[src/common/scan_tap_pkg.sv]
package scan_tap_pkg;

  // ------------------------------------------------------------
  // widths
  // ------------------------------------------------------------
  localparam int CELL_W = 8;               // cells per side of the chain
  localparam int CHAIN_W = 16;             // output cells [15:8], input cells [7:0]
  localparam int BCR_W = 11;               // opcode [2:0], masks [10:3]
  localparam int IR_W = 8;
  localparam int SYNC_W = 13;              // tck, tms, tdi, le, oe_n, data[7:0]

  // ------------------------------------------------------------
  // instruction codes
  // ------------------------------------------------------------
  localparam logic [7:0] IR_CAPTURE = 8'h81;   // fixed capture pattern 10000001
  localparam logic [7:0] IR_BYPASS = 8'hFF;
  localparam logic [7:0] IR_RUN_TEST = 8'h0A;  // run_test_instruction
  localparam logic [7:0] IR_BCR_SCAN = 8'h0E;  // boundary_control_register in path
  localparam logic [7:0] IR_CHAIN_SCAN = 8'h82; // boundary_chain in path

  // ------------------------------------------------------------
  // run-test opcodes and feedback
  // ------------------------------------------------------------
  localparam logic [2:0] OP_SIG_RANDOM = 3'h3; // signature_plus_random
  localparam logic [2:0] OP_SIG_COUNT = 3'h7;  // signature_plus_count
  localparam int BCR_OP_LSB = 0;
  localparam int BCR_MASK_LSB = 3;
  localparam logic [7:0] LFSR_TAPS = 8'hB8;    // x^8+x^6+x^5+x^4+1, maximal length

  // ------------------------------------------------------------
  // apb register map
  // ------------------------------------------------------------
  localparam logic [11:0] ADDR_CTRL = 12'h000;
  localparam logic [11:0] ADDR_STATUS = 12'h004;
  localparam logic [11:0] ADDR_SIGN = 12'h008;
  localparam logic CTRL_RESET = 1'b1;          // port enabled after reset
  localparam int ST_STATE_LSB = 0;
  localparam int ST_INSTR_LSB = 8;
  localparam int ST_TEST_BIT = 16;
  localparam int SG_IN_LSB = 0;
  localparam int SG_OUT_LSB = 8;
  localparam int SG_BCR_LSB = 16;

  // ------------------------------------------------------------
  // tap states, gray along the usual walk
  // ------------------------------------------------------------
  typedef enum logic [3:0] {
    ST_RESET = 4'h0, ST_IDLE = 4'h1, ST_SEL_DR = 4'h3, ST_CAP_DR = 4'h2,
    ST_SH_DR = 4'h6, ST_EX1_DR = 4'h7, ST_PAU_DR = 4'h5, ST_EX2_DR = 4'h4,
    ST_UPD_DR = 4'hC, ST_SEL_IR = 4'hD, ST_CAP_IR = 4'hF, ST_SH_IR = 4'hE,
    ST_EX1_IR = 4'hA, ST_PAU_IR = 4'hB, ST_EX2_IR = 4'h9, ST_UPD_IR = 4'h8
  } tap_state_t;

  // synchronised pin bundle with tck edges
  typedef struct packed {
    logic tck_rise;
    logic tck_fall;
    logic tms;
    logic tdi;
    logic le;
    logic oe_n;
    logic [7:0] data;
  } pin_sync_t;

endpackage : scan_tap_pkg

[src/design/pin_sync.sv]
`timescale 1ns/10ps
`default_nettype none
module pin_sync
  import scan_tap_pkg::*;
#(
  parameter int W = SYNC_W
) (
  // clock and reset
  input wire logic pclk,
  input wire logic presetn,
  // raw pins, bit 0 is tck
  input wire logic [W-1:0] raw,
  // synchronised levels and tck edges
  output logic [W-1:0] sync,
  output logic rise,
  output logic fall
);

  // ------------------------------------------------------------
  // two-stage synchroniser per bit
  // ------------------------------------------------------------
  logic [W-1:0] meta_q; // first stage, read only by the second
  logic tck_old_q;      // tck one clock later for edge finding

  genvar i;
  generate
    for (i = 0; i < W; i++) begin : g_bit
      // each pin gets its own pair of flops
      always_ff @(posedge pclk or negedge presetn) begin
        if (!presetn) begin
          meta_q[i] <= 1'b0;
          sync[i] <= 1'b0;
        end else begin
          meta_q[i] <= raw[i];
          sync[i] <= meta_q[i];
        end
      end
    end
  endgenerate

  // ------------------------------------------------------------
  // tck edge detect on the second stage only
  // ------------------------------------------------------------
  always_ff @(posedge pclk or negedge presetn) begin
    if (!presetn) begin
      tck_old_q <= 1'b0;
    end else begin
      tck_old_q <= sync[0];
    end
  end

  assign rise = sync[0] & ~tck_old_q;
  assign fall = ~sync[0] & tck_old_q;

endmodule : pin_sync
`default_nettype wire

[src/design/scan_signature_pattern_tap.sv]
`timescale 1ns/10ps
`default_nettype none
module scan_signature_pattern_tap
  import scan_tap_pkg::*;
(
  // clock and reset
  input wire logic pclk,
  input wire logic presetn,
  // apb slave
  input wire logic [11:0] paddr,
  input wire logic psel,
  input wire logic penable,
  input wire logic pwrite,
  input wire logic [31:0] pwdata,
  output logic [31:0] prdata,
  output logic pready,
  output logic pslverr,
  // test access port pins
  input wire logic tck,
  input wire logic tms,
  input wire logic tdi,
  output logic tdo,
  output logic tdo_oe,
  // latch function pins
  input wire logic [7:0] data_in,
  input wire logic latch_enable,
  input wire logic output_enable_n,
  output logic [7:0] data_out,
  output logic data_out_oe
);

  // ------------------------------------------------------------
  // pin synchronisation
  // ------------------------------------------------------------
  logic [SYNC_W-1:0] sync_w;  // synchronised pin levels
  logic rise_w;               // tck rising edge seen
  logic fall_w;               // tck falling edge seen
  pin_sync_t pin;             // bundle used by the tap logic

  pin_sync #(.W(SYNC_W)) u_sync (
    .pclk(pclk),
    .presetn(presetn),
    .raw({data_in, output_enable_n, latch_enable, tdi, tms, tck}),
    .sync(sync_w),
    .rise(rise_w),
    .fall(fall_w)
  );

  // tms and tdi pass the same two stages as tck, so at the seen
  // rising edge they hold the level present at the real edge
  assign pin.tck_rise = rise_w;
  assign pin.tck_fall = fall_w;
  assign pin.tms = sync_w[1];
  assign pin.tdi = sync_w[2];
  assign pin.le = sync_w[3];
  assign pin.oe_n = sync_w[4];
  assign pin.data = sync_w[12:5];

  // ------------------------------------------------------------
  // state
  // ------------------------------------------------------------
  tap_state_t state_q, state_d;       // tap controller
  logic [IR_W-1:0] ir_sh_q;           // instruction_shift_register
  logic [IR_W-1:0] ir_act_q;          // active instruction
  logic bypass_q;                     // single bypass stage
  logic [BCR_W-1:0] bcr_sh_q;         // control register shift stage
  logic [BCR_W-1:0] bcr_q;            // control register holding stage
  logic [CHAIN_W-1:0] chain_q;        // boundary_chain shift stages
  logic [CHAIN_W-1:0] shadow_q;       // boundary_cell shadow latches
  logic [7:0] core_q;                 // normal latch core
  logic tdo_q, tdo_oe_q;              // tdo pin registers
  logic [7:0] dout_q;                 // output pin register
  logic dout_oe_q;                    // output pin enable register
  logic ctrl_en_q;                    // software enable of the port
  logic [31:0] prdata_q;              // apb read data
  logic pready_q;                     // apb wait-state flag
  logic pslverr_q;                    // apb error flag

  // ------------------------------------------------------------
  // instruction and mode decode
  // ------------------------------------------------------------
  wire sel_bcr = (ir_act_q == IR_BCR_SCAN);
  wire sel_chain = (ir_act_q == IR_CHAIN_SCAN);
  wire test_mode = (ir_act_q == IR_RUN_TEST);
  wire [2:0] opcode = bcr_q[BCR_OP_LSB +: 3];
  wire [7:0] in_mask = bcr_q[BCR_MASK_LSB +: 8];
  wire run_sig_rand = test_mode && (state_q == ST_IDLE) && (opcode == OP_SIG_RANDOM);
  wire run_sig_cnt = test_mode && (state_q == ST_IDLE) && (opcode == OP_SIG_COUNT);
  wire run_any = run_sig_rand || run_sig_cnt;

  // ------------------------------------------------------------
  // signature and pattern feedback
  // ------------------------------------------------------------
  wire [7:0] in_cells = chain_q[7:0];
  wire [7:0] out_cells = chain_q[15:8];
  wire sig_fb = ^(in_cells & LFSR_TAPS);
  wire [7:0] sig_next = {in_cells[6:0], sig_fb} ^ (pin.data & ~in_mask);
  wire rnd_fb = ^(out_cells & LFSR_TAPS);
  // an all-zero seed keeps rnd_fb at zero, so the pattern stays stuck
  wire [7:0] rnd_next = {out_cells[6:0], rnd_fb};
  wire [7:0] cnt_next = out_cells + 8'h01;
  wire [7:0] out_next = run_sig_cnt ? cnt_next : rnd_next;

  // ------------------------------------------------------------
  // tap next-state decode
  // ------------------------------------------------------------
  always_comb begin
    case (state_q)
      ST_RESET: state_d = pin.tms ? ST_RESET : ST_IDLE;
      ST_IDLE: state_d = pin.tms ? ST_SEL_DR : ST_IDLE;
      ST_SEL_DR: state_d = pin.tms ? ST_SEL_IR : ST_CAP_DR;
      ST_CAP_DR: state_d = pin.tms ? ST_EX1_DR : ST_SH_DR;
      ST_SH_DR: state_d = pin.tms ? ST_EX1_DR : ST_SH_DR;
      ST_EX1_DR: state_d = pin.tms ? ST_UPD_DR : ST_PAU_DR;
      ST_PAU_DR: state_d = pin.tms ? ST_EX2_DR : ST_PAU_DR;
      ST_EX2_DR: state_d = pin.tms ? ST_UPD_DR : ST_SH_DR;
      ST_UPD_DR: state_d = pin.tms ? ST_SEL_DR : ST_IDLE;
      ST_SEL_IR: state_d = pin.tms ? ST_RESET : ST_CAP_IR;
      ST_CAP_IR: state_d = pin.tms ? ST_EX1_IR : ST_SH_IR;
      ST_SH_IR: state_d = pin.tms ? ST_EX1_IR : ST_SH_IR;
      ST_EX1_IR: state_d = pin.tms ? ST_UPD_IR : ST_PAU_IR;
      ST_PAU_IR: state_d = pin.tms ? ST_EX2_IR : ST_PAU_IR;
      ST_EX2_IR: state_d = pin.tms ? ST_UPD_IR : ST_SH_IR;
      ST_UPD_IR: state_d = pin.tms ? ST_SEL_DR : ST_IDLE;
      default: state_d = ST_RESET;
    endcase
  end

  // ------------------------------------------------------------
  // tap controller, advanced on the rising tck edge
  // ------------------------------------------------------------
  always_ff @(posedge pclk or negedge presetn) begin
    if (!presetn) begin
      state_q <= ST_RESET;
    end else if (!ctrl_en_q) begin
      // port disabled by software: hold in reset state
      state_q <= ST_RESET;
    end else if (pin.tck_rise) begin
      state_q <= state_d;
    end
  end

  // ------------------------------------------------------------
  // instruction path
  // ------------------------------------------------------------
  always_ff @(posedge pclk or negedge presetn) begin
    if (!presetn) begin
      ir_sh_q <= IR_CAPTURE;
      ir_act_q <= IR_BYPASS;
    end else if (state_q == ST_RESET) begin
      // back to normal latch operation
      ir_sh_q <= IR_CAPTURE;
      ir_act_q <= IR_BYPASS;
    end else if (pin.tck_rise && state_q == ST_CAP_IR) begin
      ir_sh_q <= IR_CAPTURE;
    end else if (pin.tck_rise && state_q == ST_SH_IR) begin
      // one bit per edge, last bit moves on leaving into exit1
      ir_sh_q <= {pin.tdi, ir_sh_q[IR_W-1:1]};
    end else if (pin.tck_fall && state_q == ST_UPD_IR) begin
      // unknown codes are left in place and decode to bypass
      ir_act_q <= ir_sh_q;
    end
  end

  // ------------------------------------------------------------
  // bypass stage and control register
  // ------------------------------------------------------------
  always_ff @(posedge pclk or negedge presetn) begin
    if (!presetn) begin
      bypass_q <= 1'b0;
      bcr_sh_q <= '0;
      bcr_q <= '0;
    end else if (pin.tck_rise) begin
      if (state_q == ST_CAP_DR) begin
        // control register keeps its value in capture
        bypass_q <= 1'b0;
      end else if (state_q == ST_SH_DR) begin
        bypass_q <= pin.tdi;
        if (sel_bcr) begin
          bcr_sh_q <= {pin.tdi, bcr_sh_q[BCR_W-1:1]};
        end
      end
    end else if (pin.tck_fall && state_q == ST_UPD_DR && sel_bcr) begin
      bcr_q <= bcr_sh_q;
    end
  end

  // ------------------------------------------------------------
  // boundary chain shift stages
  // ------------------------------------------------------------
  always_ff @(posedge pclk or negedge presetn) begin
    if (!presetn) begin
      chain_q <= '0;
    end else if (pin.tck_rise) begin
      if (run_any) begin
        // inputs compress while outputs step, in the same edge
        chain_q <= {out_next, sig_next};
      end else if (state_q == ST_CAP_DR && sel_chain) begin
        chain_q <= {core_q, pin.data};
      end else if (state_q == ST_SH_DR && sel_chain) begin
        // seed loading path for the run-test operations
        chain_q <= {pin.tdi, chain_q[CHAIN_W-1:1]};
      end
    end
  end

  // ------------------------------------------------------------
  // shadow latches, all on the falling tck edge
  // ------------------------------------------------------------
  always_ff @(posedge pclk or negedge presetn) begin
    if (!presetn) begin
      shadow_q <= '0;
    end else if (pin.tck_fall) begin
      if (test_mode && state_q == ST_IDLE && (opcode == OP_SIG_RANDOM || opcode == OP_SIG_COUNT)) begin
        shadow_q <= chain_q;
      end else if (state_q == ST_UPD_DR && sel_chain) begin
        shadow_q <= chain_q;
      end
    end
  end

  // ------------------------------------------------------------
  // core latch, fed from input shadows in test mode
  // ------------------------------------------------------------
  wire [7:0] core_src = test_mode ? shadow_q[7:0] : pin.data;
  always_ff @(posedge pclk or negedge presetn) begin
    if (!presetn) begin
      core_q <= '0;
    end else if (pin.le) begin
      core_q <= core_src; // transparent while enabled
    end
  end

  // ------------------------------------------------------------
  // output pins
  // ------------------------------------------------------------
  // the shadow is loaded on the same fall, so take the chain value
  // directly to avoid a one-cycle lag behind the latch
  wire fall_step = pin.tck_fall && run_any;
  always_ff @(posedge pclk or negedge presetn) begin
    if (!presetn) begin
      dout_q <= '0;
      dout_oe_q <= 1'b0;
    end else if (test_mode) begin
      dout_oe_q <= 1'b1;
      if (fall_step) begin
        dout_q <= chain_q[15:8];
      end else if (pin.tck_fall) begin
        dout_q <= shadow_q[15:8];
      end
    end else begin
      // normal mode: plain latch behaviour
      dout_q <= core_q;
      dout_oe_q <= ~pin.oe_n;
    end
  end

  // ------------------------------------------------------------
  // tdo, driven on the falling tck edge only
  // ------------------------------------------------------------
  wire dr_out = sel_bcr ? bcr_sh_q[0] : (sel_chain ? chain_q[0] : bypass_q);
  wire shifting = (state_q == ST_SH_IR) || (state_q == ST_SH_DR);
  always_ff @(posedge pclk or negedge presetn) begin
    if (!presetn) begin
      tdo_q <= 1'b0;
      tdo_oe_q <= 1'b0;
    end else if (pin.tck_fall) begin
      // exit1 and every other state release the pin
      tdo_oe_q <= shifting;
      if (state_q == ST_SH_IR) begin
        tdo_q <= ir_sh_q[0];
      end else if (state_q == ST_SH_DR) begin
        tdo_q <= dr_out;
      end
    end
  end

  // ------------------------------------------------------------
  // apb slave, one wait state per access
  // ------------------------------------------------------------
  wire acc = psel && penable;
  wire hit_ctrl = (paddr == ADDR_CTRL);
  wire hit_status = (paddr == ADDR_STATUS);
  wire hit_sign = (paddr == ADDR_SIGN);
  wire hit_any = hit_ctrl || hit_status || hit_sign;
  wire done = acc && pready_q; // the edge at which the transfer ends

  logic [31:0] rd_mux;
  always_comb begin
    rd_mux = 32'h0000_0000;
    if (hit_ctrl) begin
      rd_mux[0] = ctrl_en_q;
    end else if (hit_status) begin
      rd_mux[ST_STATE_LSB +: 4] = state_q;
      rd_mux[ST_INSTR_LSB +: 8] = ir_act_q;
      rd_mux[ST_TEST_BIT] = test_mode;
    end else if (hit_sign) begin
      rd_mux[SG_IN_LSB +: 8] = chain_q[7:0];
      rd_mux[SG_OUT_LSB +: 8] = chain_q[15:8];
      rd_mux[SG_BCR_LSB +: BCR_W] = bcr_q;
    end
  end

  // answer prepared during the first access cycle
  always_ff @(posedge pclk or negedge presetn) begin
    if (!presetn) begin
      pready_q <= 1'b0;
      prdata_q <= 32'h0000_0000;
      pslverr_q <= 1'b0;
    end else if (acc && !pready_q) begin
      pready_q <= 1'b1;
      prdata_q <= pwrite ? 32'h0000_0000 : rd_mux;
      pslverr_q <= ~hit_any;
    end else begin
      pready_q <= 1'b0;
      pslverr_q <= 1'b0;
    end
  end

  // control register write, only at the completing edge
  always_ff @(posedge pclk or negedge presetn) begin
    if (!presetn) begin
      ctrl_en_q <= CTRL_RESET;
    end else if (done && pwrite && hit_ctrl) begin
      ctrl_en_q <= pwdata[0];
    end
  end

  // ------------------------------------------------------------
  // port drive
  // ------------------------------------------------------------
  assign prdata = prdata_q;
  assign pready = pready_q;
  assign pslverr = pslverr_q;
  assign tdo = tdo_q;
  assign tdo_oe = tdo_oe_q;
  assign data_out = dout_q;
  assign data_out_oe = dout_oe_q;

endmodule : scan_signature_pattern_tap
`default_nettype wire

[config.mk]
export PLATFORM = sky130hd
export DESIGN_NAME = scan_signature_pattern_tap
export DESIGN_NICKNAME = d
export VERILOG_FILES = /design/src/common/scan_tap_pkg.sv /design/src/design/pin_sync.sv /design/src/design/scan_signature_pattern_tap.sv
export SDC_FILE = /design/constraint.sdc
export NUM_CORES = 1
export LEC_CHECK = 0
export ABC_AREA = 1
export BUFFER_PORTS_ARGS = -buffer_cell sky130_fd_sc_hd__buf_2
export CORE_MARGIN = 1.5
export CORE_UTILIZATION = 59
export CTS_BUF_LIST = sky130_fd_sc_hd__clkbuf_4
export DETAILED_ROUTE_END_ITERATION = 10
export GPL_TIMING_DRIVEN = 0
export PLACE_DENSITY = 0.89
export SLEW_MARGIN = 0
export SYNTH_ARGS = -nofsm -noshare
export SYNTH_HDL_FRONTEND = slang
export SYNTH_SLANG_ARGS = --single-unit
[constraint.sdc]
create_clock -name pclk -period 2.2 [get_ports pclk]
set_input_delay 0.11 -clock pclk [delete_from_list [all_inputs] [get_ports pclk]]
set_output_delay 0.11 -clock pclk [all_outputs]
set_load 0.01 [all_outputs]
## After elaboration in Yosys (flattened, before gate mapping)

Cells that the tools add are included.

| storage, ports and cells | value |
|---|---|
| input bits | 62 |
| register bits | 156 |
| word-level logic and storage cells | 175 |
| output and inout bits | 45 |

| cells by class | value |
|---|---|
| eq/ne operators | 26 |
| bitwise logic cells | 11 |
| $add $sub $neg | 1 |
| muxes and demuxes | 49 |
| reduce and logical (&&, ||, !) cells | 44 |

Operators by type and width:

| kind | number |
|---|---|
| two-way mux 8 bit | 12 |
| two-way mux 16 bit | 5 |
| two-way mux 27 bit | 2 |
| one-hot mux 4 bit (12 select lines) | 1 |
| == test 4 bit (second input constant) | 8 |
| two-way mux 4 bit | 8 |
| two-way mux 26 bit | 1 |
| logical AND 1 bit | 18 |
| == test 4 x 3 -> 1 bit (second input constant) | 4 |
| == test 8 x 4 -> 1 bit (second input constant) | 2 |
| XOR reduction 8 bit | 2 |
| two-way mux 1 bit | 13 |
| == test 12 x 3 -> 1 bit (second input constant) | 1 |
| == test 12 x 4 -> 1 bit (second input constant) | 1 |
| zero test 12 bit | 1 |
| two-way mux 10 bit | 1 |
| AND reduction 2 bit | 5 |
| two-way mux 9 bit | 1 |
| adder 8 x 1 -> 8 bit (second input constant) | 1 |
| bitwise AND 8 bit | 1 |
| == test 4 x 2 -> 1 bit (second input constant) | 2 |
| == test 8 bit (second input constant) | 1 |
| NOT 8 bit | 1 |
| nonzero test 2 bit | 4 |
| 18 further kinds | 35 |

## Longest topological paths before layout

| logic depth | value |
|---|---|
| word-level depth | 7 |
| mapped depth | 12 |
| mapped depth without buffers | 11 |

## Hierarchy

From an unflattened synthesis, not the netlist that was laid out.

| unflattened totals | value |
|---|---|
| cell total of the unflattened synthesis | 904 |
| area total of the unflattened synthesis | 7190.6 sq um |

Modules (own cells, without submodules):

| module | cells each | area each (sq um) | times used | sequential area each (sq um) |
|---|---|---|---|---|
| scan_signature_pattern_tap | 873 | 6500.0 | 1 | 3116.7 |
| pin_sync | 31 | 690.7 | 1 | 675.6 |

## Least setup slack after synthesis

No wires, ideal clock.

| timing path | value |
|---|---|
| path type | reg-to-reg |
| start | register ir_act_q[1] |
| end | register chain_q[14] |
| clock period less this slack | 1597 ps |
| stages on the path, launching flop included | 11 |
| setup slack | 603 ps |
| library setup time | 113 ps |
| arrival | 1485 ps |
| path buffers | 1 |
| data required time | 2087 ps |
| cells stage by stage | dfstp_2 inv_2 nor2_2 nand2_1 nor2_4 nand3_2 nand2_2 buf_4 nand3_1 nand2_1 inv_1 |

| on the way | value |
|---|---|
| cells in the longest elaborated chain, start to end | 6 |
| elaborated cells between the ends (all ways) | 13 |
| classes of those cells | eq/ne (2); mux (3); reduce/logical (8) |

Ends and longest elaborated chain:

| item | RTL line | RTL |
|---|---|---|
| from (decl) | scan_signature_pattern_tap.sv:64 | `logic [IR_W-1:0] ir_act_q;` |
| from (signal assigned) | scan_signature_pattern_tap.sv:161 | `ir_act_q <= ir_sh_q;` |
| == test 8 x 4 -> 1 bit | scan_signature_pattern_tap.sv:84 | `wire test_mode = (ir_act_q == IR_RUN_TEST);` |
| logical AND 1 bit | scan_signature_pattern_tap.sv:87, scan_signature_pattern_tap.sv:88 |  |
| logical AND 1 bit, on equally long branches | scan_signature_pattern_tap.sv:87, scan_signature_pattern_tap.sv:88 |  |
| logical OR 1 bit | scan_signature_pattern_tap.sv:89 | `wire run_any = run_sig_rand \|\| run_sig_cnt;` |
| nonzero test 3 bit (no source line) | n/a |  |
| AND reduction 2 bit (no source line) | n/a |  |
| to (signal assigned) | scan_signature_pattern_tap.sv:197 | `chain_q <= {out_next, sig_next};` |
| to (signal assigned) | scan_signature_pattern_tap.sv:199 | `chain_q <= {core_q, pin.data};` |
| to (signal assigned) | scan_signature_pattern_tap.sv:202 | `chain_q <= {pin.tdi, chain_q[CHAIN_W-1:1]};` |
| to (decl) | scan_signature_pattern_tap.sv:68 | `logic [CHAIN_W-1:0] chain_q;` |

Several ways; a longest one is shown, not always the timed one.
A chain may end at the register's enable or synchronous reset.

## Worst setup path after layout

| timing path | value |
|---|---|
| start | input port penable |
| end | register prdata_q[14], in the netlist prdata[14] |

| on the way | value |
|---|---|
| cells in the longest elaborated chain, start to end | 2 |

Ends and longest elaborated chain:

| item | RTL line | RTL |
|---|---|---|
| from (decl) | scan_signature_pattern_tap.sv:12 | `input wire logic penable,` |
| logical AND 1 bit | scan_signature_pattern_tap.sv:281 | `wire acc = psel && penable;` |
| logical AND 1 bit | scan_signature_pattern_tap.sv:310 | `end else if (acc && !pready_q) begin` |
| to (signal assigned) | scan_signature_pattern_tap.sv:312 | `prdata_q <= pwrite ? 32'h0000_0000 : rd_mux;` |
| to (decl) | scan_signature_pattern_tap.sv:75 | `logic [31:0] prdata_q;` |

No other way between the ends.

==> qor.tcl <==
set qor(total_i_o_pin_count) 107
set qor(p_total_w) 0.006370
set qor(detailedRoute.firstPassIterationCount) 5
set qor(synth_seq_cells) 151
set qor(clockBufferDepth) 2
set qor(drive_gt1_share_pct) 17.36
set qor(worst-path-max-fanout) 10
set qor(detail_route.iter0.violations) 588
set qor(die-area_um2) 13040
set qor(cts_buffers) 17
set qor(worstPathCellList) {dlygate4sd3_1 -> buf_2 -> nand2_1 -> dlygate4sd3_1 -> nor2_2 -> inv_2 -> nor2_4 -> a21boi_2 -> buf_2 -> nand2_1 -> nand2_1}
set qor(postLayoutCoreUtil_pct) 70.36
set qor(achievable-frequency_mhz) 473.2
set qor(netlist-cell-type-count) 36
set qor(crit_path_top_delay_cell) {sky130_fd_sc_hd__dlygate4sd3_1}
set qor(synth_top_area_share_pct) 48.01
set qor(critical-path-top-delay-family) {buffers and inverters}
set qor(setup-violations-final) 0
set qor(critical_path_arrival_ns) 2.64
set qor(detail_route.wl_per_cell_um) 15.73
set qor(relSlewSlack_pct) 61.69
set qor(synthesis.area_um2) 7297
set qor(synth.area.top_cells) {sky130_fd_sc_hd__dfrtp_1 48%, sky130_fd_sc_hd__nand2_1 14%, sky130_fd_sc_hd__nand3_1 6.2%}
set qor(worst_slew_pin_slew_ns) 0.5747
set qor(syn-instance-count) 901
set qor(clkTransAtPathRegs_ns) 0.12
set qor(drt-vias-per-instance) 5.504
set qor(cts_root_buffer) {sky130_fd_sc_hd__clkbuf_4}
set qor(globalRouteTotalUtil_pct) 30.94
set qor(grt.overflow.total) 0
set qor(num_vias) 6599
set qor(required_ns) 2.73
set qor(drt-total-wl_um) 18870
set qor(drc) 0
set qor(diodes_inserted) 0
set qor(synth.avg_cell_area_um2) 8.099
set qor(initial_standard_cell_utilization_of_the_core_pct) 60.50
set qor(layout-area-overhead-vs-synth_pct) 16.31
set qor(max-vdd-ir-drop_v) 0.0006616
set qor(fillCellCount) 936
set qor(clock_sinks) 151
set qor(finClkSkew_ns) 0.02228
set qor(setup.worst_path.start_class) {primary input}
set qor(chipHeight_um) 114.2
set qor(setup.worst_path.end_class) {flop}
set qor(crit_path_max_incr_delay_ns) 0.58
set qor(grt_max_degree) 90
set qor(static_power_due_to_leakage_nw) 4.329
set qor(floorplan.rows) 40
set qor(slew_viol_final) 0
set qor(dpl.hpwl_um) 13110
set qor(path_common_cell) {sky130_fd_sc_hd__nand2_1}
set qor(final_hold_viol_count) 0
set qor(setup_total_negative_slack_ns) 0
set qor(power.density_nw_per_um2) 750.5
set qor(r2r-end) {ctrl_en_q}
set qor(grt_pass1_wl_um) 30850
set qor(tritoncts) {done}
set qor(fin_crit_ns) 2.113
set qor(synth_largest_area_cell) {sky130_fd_sc_hd__dfrtp_1}
set qor(ff2ff_setup_slack_ns) 0.21
set qor(place_congestion) 0.9481
set qor(worst-path-buf-inv) 5
set qor(insertion_delay_ns) 0.60
set qor(timing.reg2reg.worst_path_depth) 7
set qor(final_net_count) 1082
set qor(first_global_vias) 6441
set qor(numPortBuffers) 70
set qor(cap_violations) 0
set qor(yosysWarnings) 0
set qor(postCtsSetupRepairBufs) 0
set qor(result_of_the_run) {completed}
set qor(ys_seq_area_share_pct) 51.97
set qor(grt_antenna_before_repair) 0
set qor(cts-htree-levels) 4
set qor(unrepaired_setup_endpoints_after_global_routing) {false}
set qor(holdCritPathClass) {primary input to asynchronous set/reset pin}
set qor(timing_worst_setup_path_type) {primary input to flop}
set qor(drt.antenna.violating_nets) 0
set qor(layout_worst_path_cycle_share_pct) 96.05
set qor(reg_to_reg_start) {pready}
set qor(die_width_um) 114.2
set qor(coreArea_um2) 12060
-- state kept, by name (all words and copies together) (netlist names), 4 cells and up --
register / flops
chain_q: 16
bcr_q: 11
bcr_sh_q: 11
core_q: 8
prdata: 27
u_sync.sync: 13
u_sync.meta_q: 13
state_q: 4
shadow_q: 16
ir_sh_q: 8
ir_act_q: 8
data_out: 8
-- layer usage --
metal  track usage [%]  routed length (um)
met5                 0                   0
met4             14.50                 760
met3             8.047                1393
met2             49.96                8938
met1             39.27                7774
-- kinds of logic (layout without fill, tap and decap cells) --
family          Yosys count  in the layout  synth area share [%]
compound gates          136            136                 10.44
fa+ha+maj                 2              2                0.3429
simple gates            472            472                 28.45
xor+xnor                 10             10                 1.200
buf+inv                 129            255                 7.544
other cells               1              5               0.05139
flops                   151            151                 51.97
-- worst max-delay path by stage --
stage                start  slack (ns)          end  cells past startpoint
6_report           penable        0.09   prdata[14]                     11
5_1_grt            penable        0.02   prdata[12]                     11
4_1_cts            penable        0.11    prdata[2]                     11
3_5_place_dp   ir_act_q[1]        0.31  chain_q[13]                     10
3_3_place_gp       presetn       -1.09  bcr_sh_q[7]                      1
2_1_floorplan  ir_act_q[1]        0.60  chain_q[14]                     10
-- cells in the mapped netlist --
master,number
sky130_fd_sc_hd__a21boi_1,1
sky130_fd_sc_hd__a21oi_1,14
sky130_fd_sc_hd__a21oi_2,4
sky130_fd_sc_hd__a31oi_1,3
sky130_fd_sc_hd__buf_1,1
sky130_fd_sc_hd__buf_2,7
sky130_fd_sc_hd__buf_4,7
sky130_fd_sc_hd__buf_6,4
sky130_fd_sc_hd__clkbuf_1,13
sky130_fd_sc_hd__clkbuf_2,1
sky130_fd_sc_hd__conb_1,1
sky130_fd_sc_hd__dfrtp_1,140
sky130_fd_sc_hd__dfstp_2,11
sky130_fd_sc_hd__ha_1,2
sky130_fd_sc_hd__inv_1,87
sky130_fd_sc_hd__inv_2,9
sky130_fd_sc_hd__nand2_1,278
sky130_fd_sc_hd__nand2_2,4
sky130_fd_sc_hd__nand2_4,5
sky130_fd_sc_hd__nand3_1,90
sky130_fd_sc_hd__nand3_2,3
sky130_fd_sc_hd__nand4_1,2
sky130_fd_sc_hd__nor2_1,66
sky130_fd_sc_hd__nor2_2,7
sky130_fd_sc_hd__nor2_4,8
sky130_fd_sc_hd__nor2_8,1
sky130_fd_sc_hd__nor3_1,6
sky130_fd_sc_hd__nor3_2,1
sky130_fd_sc_hd__nor3_4,1
sky130_fd_sc_hd__o211ai_1,9
sky130_fd_sc_hd__o211ai_2,1
sky130_fd_sc_hd__o21ai_0,76
sky130_fd_sc_hd__o21ai_1,4
sky130_fd_sc_hd__o22ai_1,24
sky130_fd_sc_hd__xnor2_1,3
sky130_fd_sc_hd__xor2_1,7
-- power breakdown --
group / internal [W] / switching (W) / leakage, nW
logic: 0.000351 / 0.000851 / 2.18
clock network: 0.00102 / 0.00102 / 0.178
registers: 0.00299 / 0.000145 / 1.97
total: 0.00436 / 0.00201 / 4.33
-- cell type report --
class                   count  area [um^2]  area share [%]
well taps                 168        210.2           2.477
clock inverters            14        206.4           2.433
multi-input cells         625         2978           35.09
plain buffers              33        190.2           2.241
repair buffers             94        614.3           7.239
clock buffers              18        135.1           1.592
inverters                  96        360.3           4.246
flip-flops and latches    151         3792           44.69
-- what timing repair did --
item                                    4_1_cts  5_1_grt
endpoints found under the hold margin        97        0
endpoints found under the setup margin        0       11
hold buffers                                 23        0
resized for setup                             0        2
-- layout by cell type, fill, tap and decap left out, drive strengths merged --
master,instances
nor2,82
nand2,287
nor3,8
xor2,7
clkinvlp,3
dlygate4sd3,23
o211ai,10
inv,96
xnor2,3
dfrtp,140
o21ai,80
ha,2
a21oi,18
nand3,93
buf,90
conb,5
o22ai,24
clkbuf,32
nand4,2
clkinv,6
dfstp,11
a31oi,3
bufinv,5
a21boi,1
-- metrics by stage --
step	instances	worst slack, ns	cell area, um^2	hold slack [ns]
finish	1199	0.08695	8487	0.05426
global route	1199	0.01526	8487	0.08247
CTS	1199	0.1068	8478	0.02119
detailed placement	1144	0.3071	7906	0.1334
global placement	1143	-1.088	7873	0.2176
floorplan	905	0.6027	7312	-0.1856
No activity file was read; power rests on OpenSTA's default activity.
